--- config.mk ---
export PLATFORM = sky130hd
export DESIGN_NAME = opmode_memory_map
export DESIGN_NICKNAME = d
export VERILOG_FILES = /design/src/design/opmode_pkg.sv /design/src/design/exception_arbiter.sv /design/src/design/opmode_memory_map.sv
export VERILOG_INCLUDE_DIRS = /design/src /design/src/design
export SDC_FILE = /design/constraint.sdc
export NUM_CORES = 1
export LEC_CHECK = 0
export ABC_AREA = 0
export BUFFER_PORTS_ARGS = -buffer_cell sky130_fd_sc_hd__buf_4
export CAP_MARGIN = 20
export CORE_MARGIN = 2
export CORE_UTILIZATION = 49
export CTS_CLUSTER_DIAMETER = 40
export DETAILED_ROUTE_END_ITERATION = 8
export PLACE_DENSITY = 0.8
export SYNTH_ARGS = -nofsm -noshare
export SYNTH_HDL_FRONTEND = slang
export SYNTH_SLANG_ARGS = --single-unit
--- constraint.sdc ---
create_clock -name i_clk -period 3.8 [get_ports i_clk]
set_clock_uncertainty 0.1 [all_clocks]
set_input_delay 0.57 -clock i_clk [delete_from_list [all_inputs] [get_ports i_clk]]
set_output_delay 0.57 -clock i_clk [all_outputs]
set_load 0.02 [all_outputs]
--- src/design/opmode_params.svh ---
// constants for the operating mode and memory map block
`ifndef OPMODE_PARAMS_SVH
`define OPMODE_PARAMS_SVH
`define PADDR_W 16
`define DADDR_W 16
`define VEC_HW_RESET 16'h0000
`define VEC_WD_RESET 16'h0002
`define VEC_RSVD_A 16'h0004
`define VEC_ILLEGAL 16'h0006
`define VEC_SWI 16'h0008
`define VEC_STACK 16'h000a
`define VEC_EMU 16'h000c
`define VEC_RSVD_B 16'h000e
`define VEC_EXT_A 16'h0010
`define VEC_EXT_B 16'h0012
`define VEC_PERIPH_BASE 16'h0014
`define VEC_PERIPH_LAST 16'h007e
`define BOOT_BASE 16'h8000
`define BOOT_LAST 16'h87ff
`define BOOT_ALIAS_LAST 16'h0003
`define INT_HALF_LAST 16'h7fff
`define DATA_RAM_BASE 16'h0000
`define DATA_RAM_LAST 16'h07ff
`define DATA_FLASH_BASE 16'h1000
`define DATA_FLASH_LAST 16'h1fff
`define PTR_THREE 3'h3
`define MODE_REMAP_FETCHES 2
`define REG_OMR 2'h0
`define REG_STATUS 2'h1
`define REG_IPR 2'h2
`define REG_BUSCTL 2'h3
`endif

--- src/design/opmode_pkg.sv ---
// types for the operating mode and memory map block
package opmode_pkg;
  typedef enum logic [1:0] {
    MODE_SINGLE = 2'h0,
    MODE_RSVD1 = 2'h1,
    MODE_RSVD2 = 2'h2,
    MODE_EXT = 2'h3
  } chip_mode_t;
  typedef enum logic [1:0] {
    TGT_NONE, TGT_INTERNAL, TGT_EXTERNAL, TGT_BOOT
  } target_t;
  typedef enum logic [1:0] {
    DTGT_NONE, DTGT_RAM, DTGT_FLASH, DTGT_OTHER
  } dtarget_t;
endpackage : opmode_pkg

--- src/design/exception_arbiter.sv ---
// fixed priority exception arbiter with vector lookup
`timescale 1ns/1ps
`default_nettype none
`include "opmode_params.svh"
module exception_arbiter (
  // clock and reset
  input wire logic i_clk,
  input wire logic i_srst,
  // requests
  input wire logic i_hw_reset,
  input wire logic i_wd_reset,
  input wire logic [3:0] i_nmi,
  input wire logic i_ext_a,
  input wire logic i_ext_b,
  input wire logic [6:0] i_chan,
  input wire logic [15:0] i_ipr,
  // result
  output logic o_valid,
  output logic [15:0] o_vector
);
  // ---------------------------------------------------------------
  // priority search
  // ---------------------------------------------------------------
  logic [15:0] next_vector;
  logic next_valid;
  always_comb begin
    next_valid = 1'b1;
    next_vector = `VEC_HW_RESET;
    if (i_hw_reset) begin
      next_vector = `VEC_HW_RESET;
    end else if (i_wd_reset) begin
      next_vector = `VEC_WD_RESET;
    end else if (i_nmi[0]) begin
      next_vector = `VEC_ILLEGAL;
    end else if (i_nmi[1]) begin
      next_vector = `VEC_STACK;
    end else if (i_nmi[2]) begin
      next_vector = `VEC_EMU;
    end else if (i_nmi[3]) begin
      next_vector = `VEC_SWI;
    end else if (i_ext_a && (i_ipr[2:0] != 3'h0)) begin
      next_vector = `VEC_EXT_A;
    end else if (i_ext_b && (i_ipr[5:3] != 3'h0)) begin
      next_vector = `VEC_EXT_B;
    end else begin
      next_valid = 1'b0;
      for (int c = 6; c >= 0; c--) begin
        if (!next_valid && i_chan[c] && i_ipr[15 - c]) begin
          next_valid = 1'b1;
          next_vector = 16'(`VEC_PERIPH_BASE + 16'(2 * c));
        end
      end
    end
  end
  // ---------------------------------------------------------------
  // registered result
  // ---------------------------------------------------------------
  always_ff @(posedge i_clk) begin
    if (i_srst) begin
      o_valid <= 1'b0;
      o_vector <= 16'h0000;
    end else begin
      o_valid <= next_valid;
      o_vector <= next_vector;
    end
  end
  // reset always beats a non-maskable request
  a_reset_first: assert property (@(posedge i_clk) disable iff (i_srst)
    i_hw_reset |=> o_vector == `VEC_HW_RESET)
    else $error("hardware reset not first");
  a_wd_second: assert property (@(posedge i_clk) disable iff (i_srst)
    (!i_hw_reset && i_wd_reset) |=> o_vector == `VEC_WD_RESET)
    else $error("watchdog reset not second");
  a_ext_a_over: assert property (@(posedge i_clk) disable iff (i_srst)
    (!i_hw_reset && !i_wd_reset && i_nmi == 4'h0 && i_ext_a
     && i_ipr[2:0] != 3'h0) |=> o_vector == `VEC_EXT_A)
    else $error("external request a lost priority");
endmodule : exception_arbiter
`default_nettype wire

--- src/design/opmode_memory_map.sv ---
// operating mode, program memory map and data read checks
`timescale 1ns/1ps
`default_nettype none
`include "opmode_params.svh"
module opmode_memory_map (
  // clock and reset
  input wire logic i_clk,
  input wire logic i_srst,
  input wire logic i_wd_reset,
  // pins
  input wire logic i_boot_source_pin,
  // register port
  input wire logic [1:0] i_reg_addr,
  input wire logic [15:0] i_reg_wdata,
  input wire logic i_reg_wr,
  input wire logic i_reg_rd,
  output logic [15:0] o_reg_rdata,
  // program fetch
  input wire logic i_fetch,
  input wire logic [15:0] i_fetch_addr,
  output logic [1:0] o_fetch_target,
  output logic [15:0] o_fetch_phys,
  output logic o_fetch_err,
  // data reads
  input wire logic i_rd1,
  input wire logic [15:0] i_rd1_addr,
  input wire logic i_rd2,
  input wire logic [15:0] i_rd2_addr,
  input wire logic [2:0] i_rd2_ptr,
  input wire logic i_rd2_wr,
  output logic o_dual_ok,
  output logic o_dual_err,
  // peripheral move
  input wire logic i_pmove,
  input wire logic [1:0] i_pmove_reg,
  output logic o_pmove_err,
  // exceptions
  input wire logic [3:0] i_nmi,
  input wire logic i_ext_a,
  input wire logic i_ext_b,
  input wire logic [6:0] i_chan,
  output logic o_exc_valid,
  output logic [15:0] o_exc_vector,
  // mode state
  output logic [1:0] o_mode,
  output logic o_boot_submode
);
  // ---------------------------------------------------------------
  // pin synchroniser
  // ---------------------------------------------------------------
  logic pin_meta;
  logic pin_sync;
  always_ff @(posedge i_clk) begin
    pin_meta <= i_boot_source_pin;
    pin_sync <= pin_meta;
  end

  // ---------------------------------------------------------------
  // strap capture on reset exit
  // ---------------------------------------------------------------
  logic in_reset;
  logic strap;
  logic strap_take;
  always_ff @(posedge i_clk) begin
    if (i_srst) begin
      in_reset <= 1'b1;
    end else begin
      in_reset <= 1'b0;
    end
  end
  assign strap_take = in_reset && !i_srst; // first edge after release
  always_ff @(posedge i_clk) begin
    if (i_srst) begin
      strap <= 1'b0;
    end else if (strap_take) begin
      strap <= pin_sync;
    end
  end

  // ---------------------------------------------------------------
  // mode bits and boot submode
  // ---------------------------------------------------------------
  logic mode_bit_a;
  logic mode_bit_b;
  logic boot_sub;
  logic booted_mode0;
  logic omr_wr;
  logic [1:0] omr_new;
  assign omr_wr = i_reg_wr && (i_reg_addr == `REG_OMR);
  assign omr_new = {i_reg_wdata[1], i_reg_wdata[0]};

  // mode write changes map only, unsupported pairs are ignored
  always_ff @(posedge i_clk) begin
    if (i_srst) begin
      mode_bit_a <= 1'b0;
      mode_bit_b <= 1'b0;
    end else if (strap_take) begin
      mode_bit_a <= pin_sync;
      mode_bit_b <= pin_sync;
    end else if (i_wd_reset) begin
      mode_bit_a <= strap;
      mode_bit_b <= strap;
    end else if (omr_wr && omr_new[0] == omr_new[1]) begin
      mode_bit_a <= omr_new[0];
      mode_bit_b <= omr_new[1];
    end
  end

  // boot submode entered on low strap, left by a software write
  always_ff @(posedge i_clk) begin
    if (i_srst) begin
      boot_sub <= 1'b0;
      booted_mode0 <= 1'b0;
    end else if (strap_take) begin
      boot_sub <= !pin_sync;
      booted_mode0 <= !pin_sync;
    end else if (i_wd_reset) begin
      boot_sub <= !strap;
    end else if (omr_wr) begin
      boot_sub <= i_reg_wdata[2] && booted_mode0;
    end
  end

  // ---------------------------------------------------------------
  // registered fetch map, live one cycle after a mode write
  // ---------------------------------------------------------------
  logic mode3;
  logic next_err;
  logic [1:0] next_tgt;
  logic [15:0] next_phys;
  assign mode3 = mode_bit_a && mode_bit_b;
  // mode 3 wins over everything, so no internal word is fetched there
  // vector words 0..3 alias into boot flash ahead of any submode test
  always_comb begin
    next_tgt = opmode_pkg::TGT_NONE;
    next_phys = i_fetch_addr;
    next_err = 1'b0;
    if (!i_fetch || in_reset) begin
      next_tgt = opmode_pkg::TGT_NONE;
    end else if (mode3) begin
      next_tgt = opmode_pkg::TGT_EXTERNAL;
    end else if (i_fetch_addr <= `BOOT_ALIAS_LAST) begin
      next_tgt = opmode_pkg::TGT_BOOT;
      next_phys = `BOOT_BASE | i_fetch_addr;
    end else if (boot_sub) begin
      if (i_fetch_addr >= `BOOT_BASE && i_fetch_addr <= `BOOT_LAST) begin
        next_tgt = opmode_pkg::TGT_BOOT;
      end else begin
        next_tgt = opmode_pkg::TGT_INTERNAL;
      end
    end else if (i_fetch_addr <= `INT_HALF_LAST) begin
      next_tgt = opmode_pkg::TGT_INTERNAL;
    end else begin
      next_tgt = opmode_pkg::TGT_EXTERNAL;
    end
  end
  always_ff @(posedge i_clk) begin
    if (i_srst) begin
      o_fetch_target <= 2'h0;
      o_fetch_phys <= 16'h0000;
      o_fetch_err <= 1'b0;
    end else begin
      o_fetch_target <= next_tgt;
      o_fetch_phys <= next_phys;
      o_fetch_err <= next_err; // program space never reaches data ram
    end
  end

  // ---------------------------------------------------------------
  // dual data read checks
  // ---------------------------------------------------------------
  function automatic logic [1:0] data_kind(input logic [15:0] a);
    if (a <= `DATA_RAM_LAST) begin
      data_kind = opmode_pkg::DTGT_RAM;
    end else if (a >= `DATA_FLASH_BASE && a <= `DATA_FLASH_LAST) begin
      data_kind = opmode_pkg::DTGT_FLASH;
    end else begin
      data_kind = opmode_pkg::DTGT_OTHER;
    end
  endfunction : data_kind
  logic both_flash;
  logic bad_path2;
  assign both_flash = i_rd1 && i_rd2
    && data_kind(i_rd1_addr) == opmode_pkg::DTGT_FLASH
    && data_kind(i_rd2_addr) == opmode_pkg::DTGT_FLASH;
  assign bad_path2 = i_rd2 && (i_rd2_wr || !i_rd1
    || i_rd2_ptr != `PTR_THREE);
  always_ff @(posedge i_clk) begin
    if (i_srst) begin
      o_dual_ok <= 1'b0;
      o_dual_err <= 1'b0;
    end else begin
      o_dual_ok <= i_rd1 && i_rd2 && !both_flash && !bad_path2;
      o_dual_err <= both_flash || bad_path2;
    end
  end

  // ---------------------------------------------------------------
  // peripheral moves and core registers
  // ---------------------------------------------------------------
  logic [15:0] interrupt_priority_register;
  logic [15:0] busctl;
  always_ff @(posedge i_clk) begin
    if (i_srst) begin
      o_pmove_err <= 1'b0;
    end else begin
      o_pmove_err <= i_pmove && (i_pmove_reg == `REG_STATUS);
    end
  end
  always_ff @(posedge i_clk) begin
    if (i_srst) begin
      interrupt_priority_register <= 16'h0000;
      busctl <= 16'h0000;
    end else if (i_reg_wr) begin
      if (i_reg_addr == `REG_IPR) begin
        interrupt_priority_register <= i_reg_wdata;
      end
      if (i_reg_addr == `REG_BUSCTL) begin
        busctl <= i_reg_wdata;
      end
    end
  end

  // ---------------------------------------------------------------
  // register read, data one cycle after the strobe
  // ---------------------------------------------------------------
  always_ff @(posedge i_clk) begin
    if (i_srst) begin
      o_reg_rdata <= 16'h0000;
    end else if (i_reg_rd) begin
      case (i_reg_addr)
        `REG_OMR: o_reg_rdata <= {13'h0000, boot_sub, mode_bit_b, mode_bit_a};
        `REG_STATUS: o_reg_rdata <= {14'h0000, booted_mode0, strap};
        `REG_IPR: o_reg_rdata <= interrupt_priority_register;
        `REG_BUSCTL: o_reg_rdata <= busctl;
        default: o_reg_rdata <= 16'h0000;
      endcase
    end else begin
      o_reg_rdata <= 16'h0000;
    end
  end

  // ---------------------------------------------------------------
  // exception arbiter and outputs
  // ---------------------------------------------------------------
  exception_arbiter u_arb (
    .i_clk(i_clk),
    .i_srst(i_srst),
    .i_hw_reset(in_reset),
    .i_wd_reset(i_wd_reset),
    .i_nmi(i_nmi),
    .i_ext_a(i_ext_a),
    .i_ext_b(i_ext_b),
    .i_chan(i_chan),
    .i_ipr(interrupt_priority_register),
    .o_valid(o_exc_valid),
    .o_vector(o_exc_vector)
  );
  assign o_mode = {mode_bit_b, mode_bit_a};
  assign o_boot_submode = boot_sub;

  // ---------------------------------------------------------------
  // checks
  // ---------------------------------------------------------------
  // strap sets both mode bits and the boot submode on reset exit
  a_strap_mode: assert property (@(posedge i_clk) disable iff (i_srst)
    strap_take |=> o_mode == {2{$past(pin_sync)}})
    else $error("mode not taken from strap");
  a_boot_entry: assert property (@(posedge i_clk) disable iff (i_srst)
    strap_take |=> o_boot_submode == !$past(pin_sync))
    else $error("boot submode not taken from strap");
  a_mode_legal: assert property (@(posedge i_clk) disable iff (i_srst)
    o_mode == 2'h0 || o_mode == 2'h3)
    else $error("unsupported mode entered");
  a_wd_restore: assert property (@(posedge i_clk) disable iff (i_srst)
    (i_wd_reset && !strap_take) |=> o_mode == {2{strap}})
    else $error("watchdog did not restore mode");
  a_mode_write: assert property (@(posedge i_clk) disable iff (i_srst)
    (omr_wr && !strap_take && !i_wd_reset && i_reg_wdata[1:0] == 2'h3)
    |=> o_mode == 2'h3)
    else $error("mode write lost");
  a_boot_locked: assert property (@(posedge i_clk) disable iff (i_srst)
    (omr_wr && !booted_mode0 && !strap_take && !i_wd_reset)
    |=> !o_boot_submode)
    else $error("boot submode after external boot");
  // fetch map for mode 3, the vector alias in mode 0, and mode 0 outside the boot submode
  a_ext_all: assert property (@(posedge i_clk) disable iff (i_srst)
    (mode3 && i_fetch && !in_reset) |=>
    o_fetch_target == opmode_pkg::TGT_EXTERNAL)
    else $error("mode 3 fetch not external");
  a_ext_vector: assert property (@(posedge i_clk) disable iff (i_srst)
    (mode3 && i_fetch && !in_reset)
    |=> o_fetch_phys == $past(i_fetch_addr))
    else $error("external address altered");
  a_alias_boot: assert property (@(posedge i_clk) disable iff (i_srst)
    (!mode3 && i_fetch && !in_reset && i_fetch_addr == `VEC_WD_RESET)
    |=> o_fetch_phys == (`BOOT_BASE | `VEC_WD_RESET))
    else $error("vector alias missing");
  a_upper_ext: assert property (@(posedge i_clk) disable iff (i_srst)
    (!mode3 && !boot_sub && i_fetch && !in_reset && i_fetch_addr[15])
    |=> o_fetch_target == opmode_pkg::TGT_EXTERNAL)
    else $error("upper half not external");
  a_lower_int: assert property (@(posedge i_clk) disable iff (i_srst)
    (!mode3 && !boot_sub && i_fetch && !in_reset && !i_fetch_addr[15]
     && i_fetch_addr > `BOOT_ALIAS_LAST)
    |=> o_fetch_target == opmode_pkg::TGT_INTERNAL)
    else $error("lower half not internal");
  a_remap_time: assert property (@(posedge i_clk) disable iff (i_srst)
    (omr_wr && !strap_take && !i_wd_reset && i_reg_wdata[1:0] == 2'h3)
    ##1 (i_fetch && !in_reset) |=>
    o_fetch_target == opmode_pkg::TGT_EXTERNAL)
    else $error("remap late");
  // data read pairing and peripheral moves
  a_flash_pair: assert property (@(posedge i_clk) disable iff (i_srst)
    both_flash |=> o_dual_err && !o_dual_ok)
    else $error("dual flash read allowed");
  a_path2_ptr: assert property (@(posedge i_clk) disable iff (i_srst)
    (i_rd2 && i_rd2_ptr != `PTR_THREE) |=> o_dual_err && !o_dual_ok)
    else $error("second path pointer accepted");
  a_pmove_core: assert property (@(posedge i_clk) disable iff (i_srst)
    (i_pmove && i_pmove_reg != `REG_STATUS) |=> !o_pmove_err)
    else $error("core register move refused");
endmodule : opmode_memory_map
`default_nettype wire

==> results.txt <==
The run finished with clean final reports. The via total after detailed routing came out at 2787. The largest net degree at the start of global routing came out at 66. The number of cells on the worst reg-to-reg path is 4.

Leakage power figure: 1.803 nW. The complex-gate fraction of the synthesized area came out at 12.65%. Using the TritonRoute via totals, the vias-per-cell ratio works out to 5.152.

For the distinct cell type count of the synthesized netlist, the log shows 42. The final count of pins violating max slew is 0. The completed layout was analyzed and its total power is 1.818 mW. The total of flip-flops plus latches after synthesis was 83. The fraction of registers with async set or reset after synthesis works out to 0%. Area share of xor/xnor cells in the synthesized design: 0.2768%. Setup repair after global routing left no endpoint under its margin. The average instance in the mapped netlist occupies 8.939 sq um. Registers take 1662 sq um. In the final design database the tool counted 554 nets.

Multiplexer cells account for 6.208% of the synthesized area. The clock period could shrink to 1717 ps. TritonCTS built the clock tree. Of the synthesized area, sequential elements account for 52.51%.

The final layout contains routed wiring with a total length of 7457 microns. The clock buffer count from CTS is 9. In the post-synthesis netlist, the biggest area contributors are sky130_fd_sc_hd__dfxtp_1, sky130_fd_sc_hd__nand2_1, sky130_fd_sc_hd__a21oi_1.

Clock-pin slew was measured on the worst setup and hold paths at 80 ps. The tools report the internal reg-to-reg setup slack as 2080 ps. Total I/O pin count: 153.

The number of standard-cell rows in the floorplan is 29. Hold repair after CTS inserted 0 buffers. In the global route stage, overall resource usage came out at 21.02%.

The number of flops mapped to enable cells by yosys was 0; the source-to-sink clock delay at the later pin of the worst-skew pair was 340 ps. The top-area cell type share of the netlist area was 52.51%. The worst register-to-register path begins at interrupt_priority_register[3]. The flip-flop cell with the highest count after synthesis was sky130_fd_sc_hd__dfxtp_1.

Critical-path maximum fanout: 3. The run gives 3164 sq um as the netlist area before placement. The first global-routing pass estimated 12140 microns of wire.

Final count of negative-setup-slack endpoints: 0. Power density of the placed cells: 432.9 nW/um^2. Summing the areas of all and, or, nand and nor instances in the mapped netlist gives 21.75% of the synthesized area. The tools report the final routed DRC violation total as 0. Clock tree synthesis selected as its root buffer the cell sky130_fd_sc_hd__clkbuf_8. For the number of hold violations in the final report, the log shows 0. Dividing the final minimum period by the clock period gives 45.20%. In this run the horizontal extent of the chip is 84.36 microns. The run gives 208 as the DRC violation total after the first TritonRoute iteration. Pre-CTS setup slack: 1751 ps.

Routability-driven placement finished with a final weighted congestion of 0.8157. The actual transition at the worst max-transition pin was 718.2 ps; the relative slew slack was 51.97%. By area, the combinational part of the netlist is dominated by simple AND/OR/NAND/NOR gates. The via count of the first global-routing pass came out at 2667. For the max capacitance violation total, the log shows 0. The highest attainable clock frequency came out at 582.2 MHz. The die covers 7117 sq um.

For the worst setup path, the data arrival time is 1860 ps. Synthesis handed over a netlist of 354 instances. Once detailed placement completed, the half-perimeter wirelength came to 5282 microns. The initial antenna violation count was 0; the die height was 84.36 microns.

The required arrival time at the worst endpoint was 3940 ps. The number of detailed-routing iterations run before antenna repair is 4. Kind of end point of the critical path: a flop.

The number of setup buffers added after CTS is 0. The critical path startpoint category is a flop. The critical path start-end classification was reg2reg.

The core occupancy in the finished layout is 66.53%, and the final sum of negative setup slack is 0 ps. Relative area change from synthesis to final layout: 32.74%. The critical path capture point was u_arb.o_vector[2]. The cell with the most instances after synthesis is sky130_fd_sc_hd__dfxtp_1. Port buffering added 116 buffers.

The longest clock path from root to sink contains 2 buffers. The total of fill cells in the finished design was 538. The commonest cells after synthesis are sky130_fd_sc_hd__dfxtp_1, sky130_fd_sc_hd__nand2_1, sky130_fd_sc_hd__a21oi_1. The number of instances resized during post-cts repair was 0. For the final worst-path setup slack, the log shows 2083 ps.

The clock sink total was 83. The tightest min-delay check is of the in2reg type. The synthesized design spends more area on one cell type than any other, namely sky130_fd_sc_hd__dfxtp_1.

The run gives 6314 sq um as the core area. In this run the worst setup path begins at interrupt_priority_register[3]. The total number of H-tree levels is 3. End of the worst register-to-register path: u_arb.o_vector[2]. During synthesis, Yosys emitted a total of 0 warnings. For the area of the multi-input gates, the log shows 1339 sq um. The antenna violation net count after detailed routing was 0; the total inserted antenna cells was 0. Across the VDD grid, the largest voltage drop is 276.0 uV. The starting utilization of the core area was 50.12%; the adder and majority cell fraction of the synthesized area was 0%. The post-route netlist has 29.31% of its cells at a drive strength greater than 1. After detailed routing, the average wire length per cell comes to 13.78 microns. The total overflow left after global routing is 0.
[stage by stage]
step           instances  hold slack (ps)  cell area (sq um)
2_1_floorplan        365            209.6               3206
3_3_place_gp         525            217.6               3983
3_5_place_dp         525            222.3               3983
4_1_cts              541            218.3               4200
5_1_grt              541            216.2               4200
6_report             541            230.4               4200
[report_power, final]
group          internal (mW)  switching (mW)  total, mW
Clock                  0.370           0.314      0.684
Sequential             0.900          0.0171      0.917
Combinational          0.103           0.115      0.218
[cell families after synthesis]
logic type      after synthesis
other cells                   1
simple gates                148
flops                        83
compound gates               67
xor+xnor                      1
buf+inv                      37
mux                          17
[critical path, stage by stage (launching register included)]
cell                        delay, ps
sky130_fd_sc_hd__dfxtp_1          330
sky130_fd_sc_hd__o31ai_1          480
sky130_fd_sc_hd__and2_1           220
sky130_fd_sc_hd__nand4_1          120
sky130_fd_sc_hd__a2111oi_2        360
[flip-flops by register name, indices dropped and copies added, names as in the netlist]
signal	count
in_reset	1
u_arb.o_vector	5
u_arb.o_valid	1
o_fetch_target	2
booted_mode0	1
strap	1
mode_bit_a	1
pin_sync	1
o_pmove_err	1
o_dual_ok	1
busctl	16
mode_bit_b	1
interrupt_priority_register	16
o_fetch_phys	16
o_dual_err	1
pin_meta	1
o_boot_submode	1
o_reg_rdata	16
[area by class of cell]
type,instances,area share [%]
clock inverters,6,2.145
multi-input cells,245,31.87
inverters,4,0.3575
well taps,77,2.294
repair buffers,116,20.73
clock buffers,10,3.038
flip-flops and latches,83,39.56
[cell usage in the layout (no fill, tap or decap), drive strengths merged, types with 4 or more instances in the layout]
cell and count:
nor4 4, conb 12, o21ai 4, o211ai 4, buf 116, a22oi 4, inv 4, a21oi 42
nand2 78, clkbuf 10, nor2 24, clkinvlp 4, nor2b 18, mux2i 14, dfxtp 83
[worst min path at each step]
stage	end	depth (start not counted)	startpoint
2_1_floorplan	pin_sync	0	pin_meta
3_3_place_gp	pin_sync	0	pin_meta
3_5_place_dp	pin_sync	0	pin_meta
4_1_cts	pin_meta	1	i_boot_source_pin
5_1_grt	pin_meta	1	i_boot_source_pin
6_report	pin_meta	1	i_boot_source_pin
[routing by layer]
layer  track usage (%)  vias up  part of all wire (%)
li1                  -     1374                     -
met1             26.48     1299                    41
met2             35.86      104                    51
met3             4.130       10                   6.1
met4             7.792        0                   1.5
met5                 0        -                     0
Note: power is estimated with default switching activity, not from simulation.
